===== config.mk =====
export PLATFORM = sky130hd
export DESIGN_NAME = rx_video_pass_qualifier
export DESIGN_NICKNAME = d
export VERILOG_FILES = /design/src/core/rx_video_pass_qualifier.v
export VERILOG_INCLUDE_DIRS = /design/src /design/src/shared
export SDC_FILE = /design/constraint.sdc
export NUM_CORES = 1
export LEC_CHECK = 0
export ABC_AREA = 1
export ABC_CLOCK_PERIOD_IN_PS = 10800
export BUFFER_PORTS_ARGS = -buffer_cell sky130_fd_sc_hd__buf_2
export CAP_MARGIN = 5
export CORE_MARGIN = 8
export CORE_UTILIZATION = 45
export DETAILED_ROUTE_END_ITERATION = 7
export GPL_ROUTABILITY_DRIVEN = 0
export SYNTH_ARGS = -nofsm -noshare
export SYNTH_HDL_FRONTEND = slang
export SYNTH_HIERARCHICAL = 1
export SYNTH_SLANG_ARGS = --single-unit

===== constraint.sdc =====
create_clock -name clk_sys -period 10.8 [get_ports clk_sys]
set_input_delay 0.54 -clock clk_sys [delete_from_list [all_inputs] [get_ports clk_sys]]
set_output_delay 0.54 -clock clk_sys [all_outputs]
set_load 0.005 [all_outputs]

===== src/shared/rx_video_pass_qualifier_consts.vh =====
// Purpose: constants for the receive-port video pass qualifier
// Assumes: one 250 MHz clock, byte-wide video beats from the link receiver
// Notes: offsets are register indices on the local register port
`ifndef RX_VIDEO_PASS_QUALIFIER_CONSTS_VH
`define RX_VIDEO_PASS_QUALIFIER_CONSTS_VH

// Register indices
`define ADDR_TRUNC_CFG 8'h7C
`define ADDR_PASS_CTL 8'h7D
`define ADDR_PASS_STATUS 8'h7E
`define TRUNC_CFG_RESET 8'h00
`define PASS_CTL_RESET 8'h00

// Truncation configuration fields
`define TRUNC_LINE_SIZE_BIT 0
`define TRUNC_LINE_CNT_BIT 1
`define TRUNC_PARITY_BIT 2

// Pass control fields
`define THRESH_LSB 0
`define THRESH_MSB 1
`define QUAL_PARITY_BIT 2
`define QUAL_LINE_SIZE_BIT 3
`define QUAL_LINE_CNT_BIT 4
`define DISCARD_EN_BIT 7

// Status fields
`define STS_PASS_BIT 0
`define STS_LOCK_BIT 1
`define STS_LEN_UNSTABLE_BIT 2
`define STS_CNT_CHANGE_BIT 3
`define STS_TRUNCATED_BIT 4
`define STS_PASS_LOST_BIT 5

// Buffer geometry and beat word layout
`define BEAT_WIDTH 11
`define FIFO_DEPTH 16
`define FIFO_AW 4
`define FIFO_STALL_LEVEL 5'h0C
`define WORD_SOF_BIT 10
`define WORD_EOL_BIT 9
`define WORD_EOF_BIT 8
`define SIZE_WIDTH 16

`endif


===== src/core/rx_video_pass_qualifier.v =====
// Purpose: qualify received video, gate and truncate frames toward the video buffer
// Assumes: all inputs come from logic on clk_sys; one byte per beat
// Notes: a 16-word FIFO sits between the gate and the buffer side
`timescale 1ns/10ps
`default_nettype none
`include "rx_video_pass_qualifier_consts.vh"

////////////////////////////////////////////////////////////////////////////////
// Buffer between the gate and the internal video buffer
module video_fifo #(
   parameter WIDTH = 11,
   parameter DEPTH = 16,
   parameter AW = 4
) (
   input wire clk_sys,
   input wire reset_n,
   input wire in_valid,
   output wire in_ready,
   input wire [WIDTH-1:0] in_data,
   output wire out_valid,
   input wire out_ready,
   output wire [WIDTH-1:0] out_data,
   output wire [AW:0] level
);
   reg [WIDTH-1:0] mem [0:DEPTH-1];
   reg [AW:0] wr_ptr;
   reg [AW:0] rd_ptr;
   wire push;
   wire pop;

   // Extra pointer bit tells full from empty
   assign level = wr_ptr - rd_ptr;
   assign in_ready = (level != DEPTH[AW:0]) ? 1'b1 : 1'b0;
   assign out_valid = (level != {(AW+1){1'b0}}) ? 1'b1 : 1'b0;
   assign push = in_valid && in_ready;
   assign pop = out_valid && out_ready;
   assign out_data = mem[rd_ptr[AW-1:0]];

   // Pointer update
   always @(posedge clk_sys or negedge reset_n) begin
      if (!reset_n) begin
         wr_ptr <= {(AW+1){1'b0}};
         rd_ptr <= {(AW+1){1'b0}};
      end else begin
         if (push) wr_ptr <= wr_ptr + 1'b1;
         if (pop) rd_ptr <= rd_ptr + 1'b1;
      end
   end

   // Storage needs no reset, contents guarded by level
   always @(posedge clk_sys) begin
      if (push) mem[wr_ptr[AW-1:0]] <= in_data;
   end
endmodule

////////////////////////////////////////////////////////////////////////////////
module rx_video_pass_qualifier (
   input wire clk_sys,
   input wire reset_n,
   input wire lock,
   input wire link_parity_err,
   input wire csi_parity_err,
   input wire in_valid,
   output reg in_ready,
   input wire [7:0] in_data,
   input wire in_sof,
   input wire in_eol,
   input wire in_eof,
   output reg out_valid,
   input wire out_ready,
   output reg [7:0] out_data,
   output reg out_sof,
   output reg out_eol,
   output reg out_eof,
   output reg pass,
   output reg pass_deassert_flag,
   input wire [7:0] reg_addr,
   input wire [7:0] reg_wdata,
   input wire reg_write,
   input wire reg_read,
   output reg [7:0] reg_rdata
);
   reg [7:0] port_error_truncation_config;
   reg [7:0] port_pass_qualification_control;
   reg [`SIZE_WIDTH-1:0] cur_len;
   reg [`SIZE_WIDTH-1:0] len_ref;
   reg len_ref_ok;
   reg [`SIZE_WIDTH-1:0] line_cnt;
   reg [`SIZE_WIDTH-1:0] lines_ref;
   reg lines_ref_ok;
   reg in_frame;
   reg frame_bad;
   reg fwd;
   reg blocked;
   reg [1:0] valid_cnt;
   reg len_unstable;
   reg cnt_change;
   reg truncated;
   reg stg_valid;
   reg [`BEAT_WIDTH-1:0] stg_word;
   wire fifo_in_ready;
   wire fifo_out_valid;
   wire fifo_out_ready;
   wire [`BEAT_WIDTH-1:0] fifo_out_data;
   wire [`FIFO_AW:0] fifo_level;

   // Control fields
   wire [1:0] qualify_frame_count = port_pass_qualification_control[`THRESH_MSB:`THRESH_LSB];
   wire q_parity = port_pass_qualification_control[`QUAL_PARITY_BIT];
   wire q_line_size = port_pass_qualification_control[`QUAL_LINE_SIZE_BIT];
   wire qualify_on_line_count = port_pass_qualification_control[`QUAL_LINE_CNT_BIT];
   wire discard_en = port_pass_qualification_control[`DISCARD_EN_BIT];
   wire t_line_size = port_error_truncation_config[`TRUNC_LINE_SIZE_BIT];
   wire t_line_cnt = port_error_truncation_config[`TRUNC_LINE_CNT_BIT];
   wire t_parity = port_error_truncation_config[`TRUNC_PARITY_BIT];
   wire beat = in_valid && in_ready;

   reg [`SIZE_WIDTH-1:0] meas_len;
   reg [`SIZE_WIDTH-1:0] meas_lines;
   reg len_mis;
   reg cnt_chg;
   reg restart;
   reg eof_ok;
   reg fwd_cur;
   reg trunc_hit;
   reg take_beat;
   reg [1:0] eff_thresh;
   reg [1:0] next_valid_cnt;
   reg next_pass;

   ////////////////////////////////////////////////////////////////////////////
   // Measurement and qualification decisions for this cycle
   always @* begin
      meas_len = (in_sof ? {`SIZE_WIDTH{1'b0}} : cur_len) + 1'b1;
      meas_lines = (in_sof ? {`SIZE_WIDTH{1'b0}} : line_cnt) + 1'b1;
      // Every line must match the reference length
      len_mis = beat && in_eol && len_ref_ok && (meas_len != len_ref);
      // Too many lines seen early, or wrong total at frame end
      cnt_chg = beat && in_eol && lines_ref_ok &&
         ((meas_lines > lines_ref) || (in_eof && (meas_lines != lines_ref)));
      // Any failed enabled qualification restarts counting
      restart = !lock || (q_line_size && len_mis) || (qualify_on_line_count && cnt_chg) ||
         (q_parity && link_parity_err);
      eof_ok = beat && in_eof && (in_frame || in_sof) && !frame_bad && !restart;
      // Saturating valid frame counter
      if (restart) begin
         next_valid_cnt = 2'h0;
      end else if (eof_ok && (valid_cnt < qualify_frame_count)) begin
         next_valid_cnt = valid_cnt + 2'h1;
      end else begin
         next_valid_cnt = valid_cnt;
      end
      // Parity qualification lowers the bar by one frame
      if (qualify_frame_count == 2'h0) begin
         eff_thresh = 2'h0;
      end else begin
         eff_thresh = qualify_frame_count - {1'b0, q_parity};
      end
      next_pass = lock && (next_valid_cnt >= eff_thresh);
      // Forwarding only starts on a frame start
      if (beat && in_sof) begin
         fwd_cur = !blocked && !(discard_en && !pass);
      end else begin
         fwd_cur = fwd;
      end
      // Cut the frame wherever the error shows up
      trunc_hit = fwd_cur && ((t_line_size && len_mis) || (t_line_cnt && cnt_chg) ||
         (t_parity && csi_parity_err));
      take_beat = beat && fwd_cur && !trunc_hit && !(discard_en && !pass);
   end

   ////////////////////////////////////////////////////////////////////////////
   // Line and frame size tracking
   always @(posedge clk_sys or negedge reset_n) begin
      if (!reset_n) begin
         cur_len <= {`SIZE_WIDTH{1'b0}};
         len_ref <= {`SIZE_WIDTH{1'b0}};
         len_ref_ok <= 1'b0;
         line_cnt <= {`SIZE_WIDTH{1'b0}};
         lines_ref <= {`SIZE_WIDTH{1'b0}};
         lines_ref_ok <= 1'b0;
         in_frame <= 1'b0;
         frame_bad <= 1'b0;
      end else if (!lock) begin
         // New lock, new references
         len_ref_ok <= 1'b0;
         lines_ref_ok <= 1'b0;
         in_frame <= 1'b0;
         frame_bad <= 1'b0;
      end else if (beat) begin
         cur_len <= in_eol ? {`SIZE_WIDTH{1'b0}} : meas_len;
         if (in_eol) begin
            // Adopt a changed length so the next line is judged on it
            len_ref <= meas_len;
            len_ref_ok <= 1'b1;
            line_cnt <= meas_lines;
         end else if (in_sof) begin
            line_cnt <= {`SIZE_WIDTH{1'b0}};
         end
         if (in_eof) begin
            lines_ref <= meas_lines;
            lines_ref_ok <= 1'b1;
            line_cnt <= {`SIZE_WIDTH{1'b0}};
         end
         in_frame <= !in_eof;
         // A frame cut before its end beat never counts as valid, so it cannot lift the block
         frame_bad <= (in_eof ? 1'b0 : ((in_sof ? 1'b0 : frame_bad) || restart || trunc_hit));
      end else if (restart || trunc_hit) begin
         frame_bad <= 1'b1;
      end
   end

   ////////////////////////////////////////////////////////////////////////////
   // Pass state, forwarding gate and stage toward the FIFO
   always @(posedge clk_sys or negedge reset_n) begin
      if (!reset_n) begin
         valid_cnt <= 2'h0;
         pass <= 1'b0;
         fwd <= 1'b0;
         blocked <= 1'b0;
         stg_valid <= 1'b0;
         stg_word <= {`BEAT_WIDTH{1'b0}};
         in_ready <= 1'b0;
      end else begin
         valid_cnt <= next_valid_cnt;
         pass <= next_pass;
         // Back-pressure margin covers two beats in flight
         in_ready <= fifo_in_ready && (fifo_level < `FIFO_STALL_LEVEL);
         if (trunc_hit) begin
            fwd <= 1'b0;
            blocked <= 1'b1;
         end else if (beat) begin
            fwd <= take_beat && !in_eof;
            if (eof_ok) blocked <= 1'b0;
         end else if (discard_en && !pass) begin
            fwd <= 1'b0;
         end
         stg_valid <= take_beat;
         stg_word <= {in_sof, in_eol, in_eof, in_data};
      end
   end

   video_fifo #(
      .WIDTH(`BEAT_WIDTH),
      .DEPTH(`FIFO_DEPTH),
      .AW(`FIFO_AW)
   ) video_fifo_i (
      .clk_sys(clk_sys),
      .reset_n(reset_n),
      .in_valid(stg_valid),
      .in_ready(fifo_in_ready),
      .in_data(stg_word),
      .out_valid(fifo_out_valid),
      .out_ready(fifo_out_ready),
      .out_data(fifo_out_data),
      .level(fifo_level)
   );

   assign fifo_out_ready = !out_valid || out_ready;

   ////////////////////////////////////////////////////////////////////////////
   // Registered output toward the video buffer
   always @(posedge clk_sys or negedge reset_n) begin
      if (!reset_n) begin
         out_valid <= 1'b0;
         out_data <= 8'h00;
         out_sof <= 1'b0;
         out_eol <= 1'b0;
         out_eof <= 1'b0;
      end else if (fifo_out_ready) begin
         out_valid <= fifo_out_valid;
         out_data <= fifo_out_data[7:0];
         out_sof <= fifo_out_data[`WORD_SOF_BIT];
         out_eol <= fifo_out_data[`WORD_EOL_BIT];
         out_eof <= fifo_out_data[`WORD_EOF_BIT];
      end
   end

   ////////////////////////////////////////////////////////////////////////////
   // Register port; sticky status clears on read, a new event wins
   wire rd_status = reg_read && (reg_addr == `ADDR_PASS_STATUS);
   wire pass_drop = pass && !next_pass;

   always @(posedge clk_sys or negedge reset_n) begin
      if (!reset_n) begin
         port_error_truncation_config <= `TRUNC_CFG_RESET;
         port_pass_qualification_control <= `PASS_CTL_RESET;
         len_unstable <= 1'b0;
         cnt_change <= 1'b0;
         truncated <= 1'b0;
         pass_deassert_flag <= 1'b0;
         reg_rdata <= 8'h00;
      end else begin
         if (reg_write && (reg_addr == `ADDR_TRUNC_CFG)) begin
            port_error_truncation_config <= reg_wdata;
         end
         if (reg_write && (reg_addr == `ADDR_PASS_CTL)) begin
            port_pass_qualification_control <= reg_wdata;
         end
         len_unstable <= len_mis || (len_unstable && !rd_status);
         cnt_change <= cnt_chg || (cnt_change && !rd_status);
         truncated <= trunc_hit || (truncated && !rd_status);
         pass_deassert_flag <= pass_drop || (pass_deassert_flag && !rd_status);
         if (reg_read) begin
            case (reg_addr)
               `ADDR_TRUNC_CFG: begin
                  reg_rdata <= port_error_truncation_config;
               end
               `ADDR_PASS_CTL: begin
                  reg_rdata <= port_pass_qualification_control;
               end
               `ADDR_PASS_STATUS: begin
                  reg_rdata <= {2'b00, pass_deassert_flag, truncated, cnt_change,
                     len_unstable, lock, pass};
               end
               default: begin
                  reg_rdata <= 8'h00;
               end
            endcase
         end
      end
   end
endmodule
`default_nettype wire


==> impl_results.md, run 1 <==
* Cell row count at between 60 and 70
* FF-to-FF setup slack at between 6 and 7 ns
* CTS H-tree depth at 2
* Post-cts resize count at 0
* CTS max path bufs at 3
* Clk pin slew, worst setup/hold paths at 0.06 ns
* Cell taking the most area after synthesis: edfxtp_1
* Starting density of the core at 0.4538
* Chip Height at between 150 and 200 um
* Clock group share of total power at 0.324
* Dpl ws at around 5.7 ns
* Critical Path Sink Type: register
* Global-route wire length before repair at about 54000 um
* Clock Latency Late Sink at about 0.52 ns
* Core Util, Final at 0.5078
* Number of antenna diodes at 0
* Mapped Avg Cell Area at around 9.9 um^2
* Area share of the largest cell type after synthesis at 0.3607
* Worst reg2reg path endpoint: pass_deassert_flag
* Comb pwr share at 0.256
* GRT overflow at 0
* Drt drc at 0
* Peak VDD IR at roughly 0.12 mV
* Cells after Synth at 1476
* Synthesized Nets at about 1500
* TritonCTS Buffers at 35
* Clock period minus worst slack at roughly 4.5 ns
* Vias in the first global route at about 10000
* Final setup viols at 0
* Cell mode on critical path: nand2_1
* Sequential share of the synthesized area at 0.5930
* CTS tree: yes
* First-pass DRT Iterations at 5
* Share of layout cells above drive strength 1 at 0.1398
* Slowest cell on crit path: nor2_1
* Number of port buffers at 58
* Seq pwr share at 0.420
* Largest cells by area after synthesis: edfxtp_1 (36%), dfrtp_1 (23%), nand2_1 (5.9%), o21ai_0 (5.6%), nor2_1 (5.4%)
* Clock sinks at between 300 and 400
* ANT nets after route at 0
* Post-synth ARST share at 0.4359
* Max_cap viols at 0
* Net Sw Frac at 0.3225
* CTS root buffer: clkbuf_16
* Post-synth EDFFs at roughly 180
* CP max stage delay at roughly 0.38 ns
* Worst r2r src: line_cnt[0]
* Gr usage total at 0.1750
* Outcome: finished clean
* NumNets Final at roughly 1600
* Placed cells at about 1900
* LEAKAGE at roughly 6.7 nW
* Synth Flop Type: edfxtp_1
* Synth warn at 6
* Final hold vios at 0
* Max Fanout on Critical Path at 31
* Die Area at approximately 0.039 mm^2
* DR vias at 10410
* Largest net degree at the start of global routing at 92
* Placed wire-length estimate at around 21000 um
* Post-CTS Hold Buffers at 0
* Post-Route WL at 33820 um
* Post-Synthesis Cell Area at ~0.015 mm^2
* Power Dens Cells at ~210 mW/mm^2
* Vias per inst at about 5.2
* Initial antenna violation count at 0
* Slew Limit Headroom at 0.2847
* Total negative slack at 0 ns
* Unique masters post-synth at 54
* Die width at a little under 200 um
* Startpoint types: input pin
* WP data required at ~11 ns
* 1st-iter DRT viols at 563
* Fin worst setup slack at around 6.3 ns
* Setup bufs post-CTS at 0
* Tcrit/Tclk final at 0.4198
* P&R area growth vs syn at 11.91%
* Tightest Hold Check Type: in2async
* FMAX at approximately 0.22 GHz
* Slew @ Worst Pin at between 1 and 1.5 ns
* Worst reg-to-reg path cell count at 33
* Int Power at between 2 and 2.5 mW
* Area of the core at around 0.032 mm^2
* Non-filler cells, final at 1994
* Critical Path AT at approximately 5.0 ns
* WL/cell at about 17 um
* Setup Crit Path Kind: in2reg
* Worst hold margin at approximately 0.087 ns
* Unrepaired setup endpoints after global routing: false
* Psw at approximately 1.1 mW
* Synthesis-stage register bit count at roughly 310
* Fin. max-slew vios at 0
* Fin Clk Skew at between 0.02 and 0.025 ns
* Ports at between 50 and 60
==> state kept, by name, summed over array words and instances (netlist names), 11 cells and up <==
register / count
line_cnt: 16
stg_word: 11
video_fifo_i/mem: 176
cur_len: 16
lines_ref: 16
len_ref: 16
==> cell type report <==
cell class / count / area, um^2
Fill cell: 2909 / 15890
Sequential cell: 312 / 8691
Multi-Input combinational cell: 947 / 5064
Clock buffer: 55 / 1011
Inverter: 156 / 585.6
Tap cell: 442 / 553.0
Timing Repair Buffer: 73 / 409.1
Clock inverter: 9 / 83.83
==> placed cells by master (no fill, tap or decap), types with 6 or more instances in the layout <==
master	count
o21ai_0	164
o32ai_1	13
nand4_1	11
ha_1	31
o21ai_1	6
inv_2	11
clkbuf_1	14
nand3_2	9
nand3_1	75
o22ai_1	36
xnor2_1	6
a21oi_1	21
o211ai_1	23
clkbuf_8	6
nor2_2	26
buf_2	57
buf_4	15
nand3b_1	6
mux2_2	14
dfrtp_1	134
nand2_2	12
nor2_1	209
nor2_4	7
inv_1	143
edfxtp_1	176
clkbuf_16	35
nand2_1	231
xor2_1	14
==> power by group through the flow <==
stage               sequential (mW)  combinational, mW  clock (mW)
floorplan                      1.44              0.658           0
global placement               1.47              0.876           0
detailed placement             1.47              0.885           0
CTS                            1.45              0.891        1.15
global route                   1.46              0.999        1.19
finish                         1.45              0.881        1.12
==> synthesized netlist by cell type, types with 2 or more instances <==
master and n:
dfrtp_1 136, buf_1 5, nor3_1 5, o32ai_1 13
nand3_2 9, mux2_2 14, o22ai_1 36, o21ai_0 164
nand4_1 11, clkinv_1 2, nand2_2 12, buf_12 2
a221oi_1 2, xnor2_1 6, nor4_1 4, o21ai_1 6
inv_1 143, nor2_2 23, nand3_1 75, buf_2 13
nand2_1 231, ha_1 31, edfxtp_1 176, xor2_1 14
buf_4 4, clkbuf_1 33, nor2_4 7, a21oi_1 21
nor2_1 212, o211ai_1 23, nand3b_1 6, inv_2 11
nand3_4 3, buf_6 3
==> per-stage QoR <==
step / cell area [um^2] / total power, mW
floorplan: 14650 / 2.102
global placement: 15300 / 2.344
detailed placement: 15300 / 2.355
CTS: 16400 / 3.485
global route: 16400 / 3.649
finish: 16400 / 3.444
==> worst max path at each step <==
stage	start	to	slack (ns)
4_1_cts	in_sof	pass_deassert_flag	6.25
3_3_place_gp	in_sof	pass_deassert_flag	5.82
6_report	in_sof	pass_deassert_flag	6.27
3_5_place_dp	in_sof	pass_deassert_flag	5.73
5_1_grt	in_sof	pass_deassert_flag	5.62
2_1_floorplan	in_sof	pass_deassert_flag	6.29
==> critical path: cells and delay by family <==
family,cells,cell delay [ns]
AOI/OAI and AO/OA,4,0.44
xor gates and xnor gates,1,0.20
and+or+nand+nor,18,2.26
buffers and inverters,7,0.74
adders and majority gates,3,0.78
==> metal layers <==
layer	track usage	up-vias	share of wire
met2	0.2945	180	0.48
li1	-	5108	-
met4	0.05306	0	0.022
met5	0	-	0
met1	0.2348	5076	0.46
met3	0.02149	50	0.036
==> kinds of logic after synthesis <==
family | after synthesis | synth area share
XOR/XNOR | 21 | 0.01307
multiplexers | 14 | 0.01076
buffers and inverters | 217 | 0.06225
flip-flops | 312 | 0.5930
AO/OA/AOI/OAI | 273 | 0.1067
AND/OR/NAND/NOR | 607 | 0.1863
adder cells (fa/ha/maj) | 32 | 0.02784
Note: power is estimated with default switching activity, not from simulation.
==> run 2: changes to the inputs <==
--- a/config.mk
+++ b/config.mk
@@ -6,8 +6,8 @@
 export SDC_FILE = /design/constraint.sdc
 export NUM_CORES = 1
 export LEC_CHECK = 0
-export ABC_AREA = 1
-export ABC_CLOCK_PERIOD_IN_PS = 10800
+export ABC_AREA = 0
+export ABC_CLOCK_PERIOD_IN_PS = 3700
 export BUFFER_PORTS_ARGS = -buffer_cell sky130_fd_sc_hd__buf_2
 export CAP_MARGIN = 5
 export CORE_MARGIN = 8
==> constraint.sdc (replaced) <==
create_clock -name clk_sys -period 3.7 [get_ports clk_sys]
set_input_delay 0.185 -clock clk_sys [delete_from_list [all_inputs] [get_ports clk_sys]]
set_output_delay 0.185 -clock clk_sys [all_outputs]
set_load 0.005 [all_outputs]
==> impl_results.md, run 2 <==
* Mux share of post-synthesis cell area at 0.1102
* Post-synthesis compound-gate area fraction at 0.08123
* CP max stage delay at 0.40 ns
* Setup Crit Path Kind: reg2reg
* Final hold vios at 0
* Synthesis-stage register bit count at ~310
* WL/cell at 18.78 um
* Synth Flop Type: edfxtp_1
* LEAKAGE at a little under 7 nW
* Area of the core at roughly 0.032 mm^2
* Largest net degree at the start of global routing at between 80 and 90
* Clock sinks at 312
* Clk pin slew, worst setup/hold paths at approximately 0.06 ns
* Cell taking the most area after synthesis: edfxtp_1
* Tcrit/Tclk final at 1.122
* Simple-gate share of the synthesized area at 0.1212
* Vias in the first global route at between 9000 and 10000
* Post-synth ARST share at 0.4359
* Power Dens Cells at 603.6 mW/mm^2
* Ports at 59
* Max Fanout on Critical Path at 2
* Share of layout cells above drive strength 1 at 0.2656
* Peak VDD IR at 0.6921 mV
* Unrepaired setup endpoints after global routing: true
* Gr usage total at 0.1664
* Mapped Avg Cell Area at roughly 13 um^2
* NumNets Final at about 1300
* Synth warn at 6
* Fin. max-slew vios at 0
* Area share of the largest cell type after synthesis at 0.3658
* Die width at approximately 200 um
* GRT overflow at 0
* Slew @ Worst Pin at 1.043 ns
* Register Area at approximately 0.0087 mm^2
* Most common cell after layout, fill and taps aside: edfxtp_1
* FILL cells at about 2600
* Commonest non-fill, non-tap cells in the layout: edfxtp_1 (176), dfrtp_1 (135), nand2_1 (120), buf_4 (84), buf_2 (57)
* Chip Height at 195.2 um
* Area of the multi-input gates at 0.005545 mm^2
* Final setup viols at 5
* CTS H-tree depth at 2
* 1st-iter DRT viols at around 480
* CTS max path bufs at 3
* Critical Path AT at 4.60 ns
* Slew Limit Headroom at 0.3032
* Fin worst setup slack at -0.4504 ns
* Cells after Synth at between 1000 and 1500
* Placed wire-length estimate at 20550 um
* DR vias at roughly 9000
* Post-Route WL at 31380 um
* Placed Area at approximately 0.016 mm^2
* Critical Path Sink Type: register
* Fin Clk Skew at ~0.023 ns
* Number of port buffers at 58
* Failing checks: negative setup slack
* Number of antenna diodes at 0
* FMAX at 0.2409 GHz
* Post-Synth XOR/XNOR Area at 0.03239
* Unique masters post-synth at 80
* Initial antenna violation count at 0
* WP data required at approximately 4.2 ns
* ANT nets after route at 0
* Max_cap viols at 0
* First-pass DRT Iterations at 4
* Synthesized Nets at 1160
* Largest cells by area after synthesis: edfxtp_1 (37%), dfrtp_1 (24%), mux4_2 (6.9%), mux2_2 (3.3%), nand2_1 (3.1%)
* Cell mode on critical path: and3_4
* CTS root buffer: clkbuf_16
* Post-synth EDFFs at between 150 and 200
* Post-Synthesis Cell Area at between 0.01 and 0.015 mm^2
* Clock Latency Late Sink at approximately 0.53 ns
* Slowest cell on crit path: a221o_1
* Starting density of the core at 0.4579
* Worst hold margin at ~0.046 ns
* Max reg flops at approximately 180
* Tightest Hold Check Type: in2reg
* Startpoint types: register
* Clock period minus worst slack at between 4 and 5 ns
* CP cell instances: nor2b_4, ha_4, and3_4, and4_1, and3_4, and3_4, nand3_2, xor2_1, nor2_1, ha_1, nand4_1, or2_1, o311ai_2, a31oi_2, a221o_1, a31oi_4, buf_6, and2_4, ha_1, a21oi_2, nor2_2, o21ai_1
* P&R area growth vs syn at 18.80%
* Count leader, synth: edfxtp_1
* Global-route wire length before repair at roughly 52000 um
* Cell row count at 65
* Die Area at ~0.038 mm^2
* CTS tree: yes
* Drt drc at 0
* Final Instance Area at 0.01716 mm^2
* Outcome: complete, but fails checks
* Sequential share of the synthesized area at 0.6014
* TritonCTS Buffers at 35
* Synth cell count leaders: edfxtp_1 (176), dfrtp_1 (136), nand2_1 (121), nor2_1 (56)
* Vias per inst at 5.410
* Largest family of logic cells by synthesized area: simple AND/OR/NAND/NOR gates
* Adder-cell share of the synthesized area at 0.02823
-- run 2: cells by family (layout without fill, tap and decap cells) --
| group | count (synthesis) | count (layout) |
|---|---|---|
| simple gates | 335 | 335 |
| flops | 312 | 312 |
| compound gates | 176 | 176 |
| mux | 98 | 98 |
| buf+inv | 88 | 265 |
| xor+xnor | 51 | 51 |
| fa+ha+maj | 32 | 32 |
-- run 2: stage by stage --
step,power [mW],setup WS (ns),TNS (ns),utilization,cells
2_1_floorplan,6.161,-0.8805,-4.059,-,1092
5_1_grt,10.92,-0.7105,-2.749,0.5439,1671
3_3_place_gp,6.950,-0.4721,-1.270,0.4969,1583
6_report,10.36,-0.4504,-1.280,0.5439,1671
4_1_cts,10.48,-0.5043,-1.359,0.5401,1668
3_5_place_dp,6.987,-0.6367,-1.921,0.4969,1583
-- run 2: final timing paths --
kind	slack, ns	start	to	depth (start not counted)
min in group asynchronous	0.29	reset_n	line_cnt[11]	2
max in group asynchronous	2.49	reset_n	video_fifo_i/rd_ptr[0]	3
max reg2reg	-0.45	line_cnt[0]	pass_deassert_flag	22
min reg2reg	0.48	lines_ref[10]	lines_ref[10]	2
max	-0.45	line_cnt[0]	pass_deassert_flag	22
min	0.05	in_eof	stg_word[8]	1
-- run 2: final cells by class --
type                    instances  area share
repair buffers                163     0.06648
clock inverters                23     0.01349
well taps                     402     0.02930
multi-input cells             692      0.3231
flip-flops and latches        312      0.5064
clock buffers                  41     0.05292
inverters                      38    0.008310
-- run 2: where the power goes --
part | switching (mW) | leakage (nW) | internal, mW | total (mW)
combinational | 1.43 | 3.01 | 1.28 | 2.71
sequential | 0.227 | 3.34 | 3.99 | 4.21
clock | 1.44 | 0.563 | 2.00 | 3.44
total | 3.09 | 6.91 | 7.26 | 10.4
-- run 2: timing repair --
item / 4_1_cts / 5_1_grt
pin swaps: 4 / 15
endpoints found under the hold margin: 112 / 0
buffers inserted: 3 / 3
endpoints found under the setup margin: 6 / 9
hold buffers: 18 / 0
resized for setup: 6 / 18
-- run 2: routing by layer --
metal  up-vias  part of all wire  wire length [um]  track usage
li1       4365                 -                 -            -
met1      4501              0.47             14610       0.2232
met2       122              0.48             15120       0.2801
met3        52             0.033              1044      0.02562
met4         0             0.019               599      0.04295
met5         -                 0                 0            0
-- run 2: critical path: cells and delay by family (launching register included) --
family | cells | cell delay [ns]
simple gates | 11 | 1.55
compound gates | 6 | 1.22
fa+ha+maj | 3 | 0.66
flops | 1 | 0.34
xor+xnor | 1 | 0.18
buf+inv | 1 | 0.12
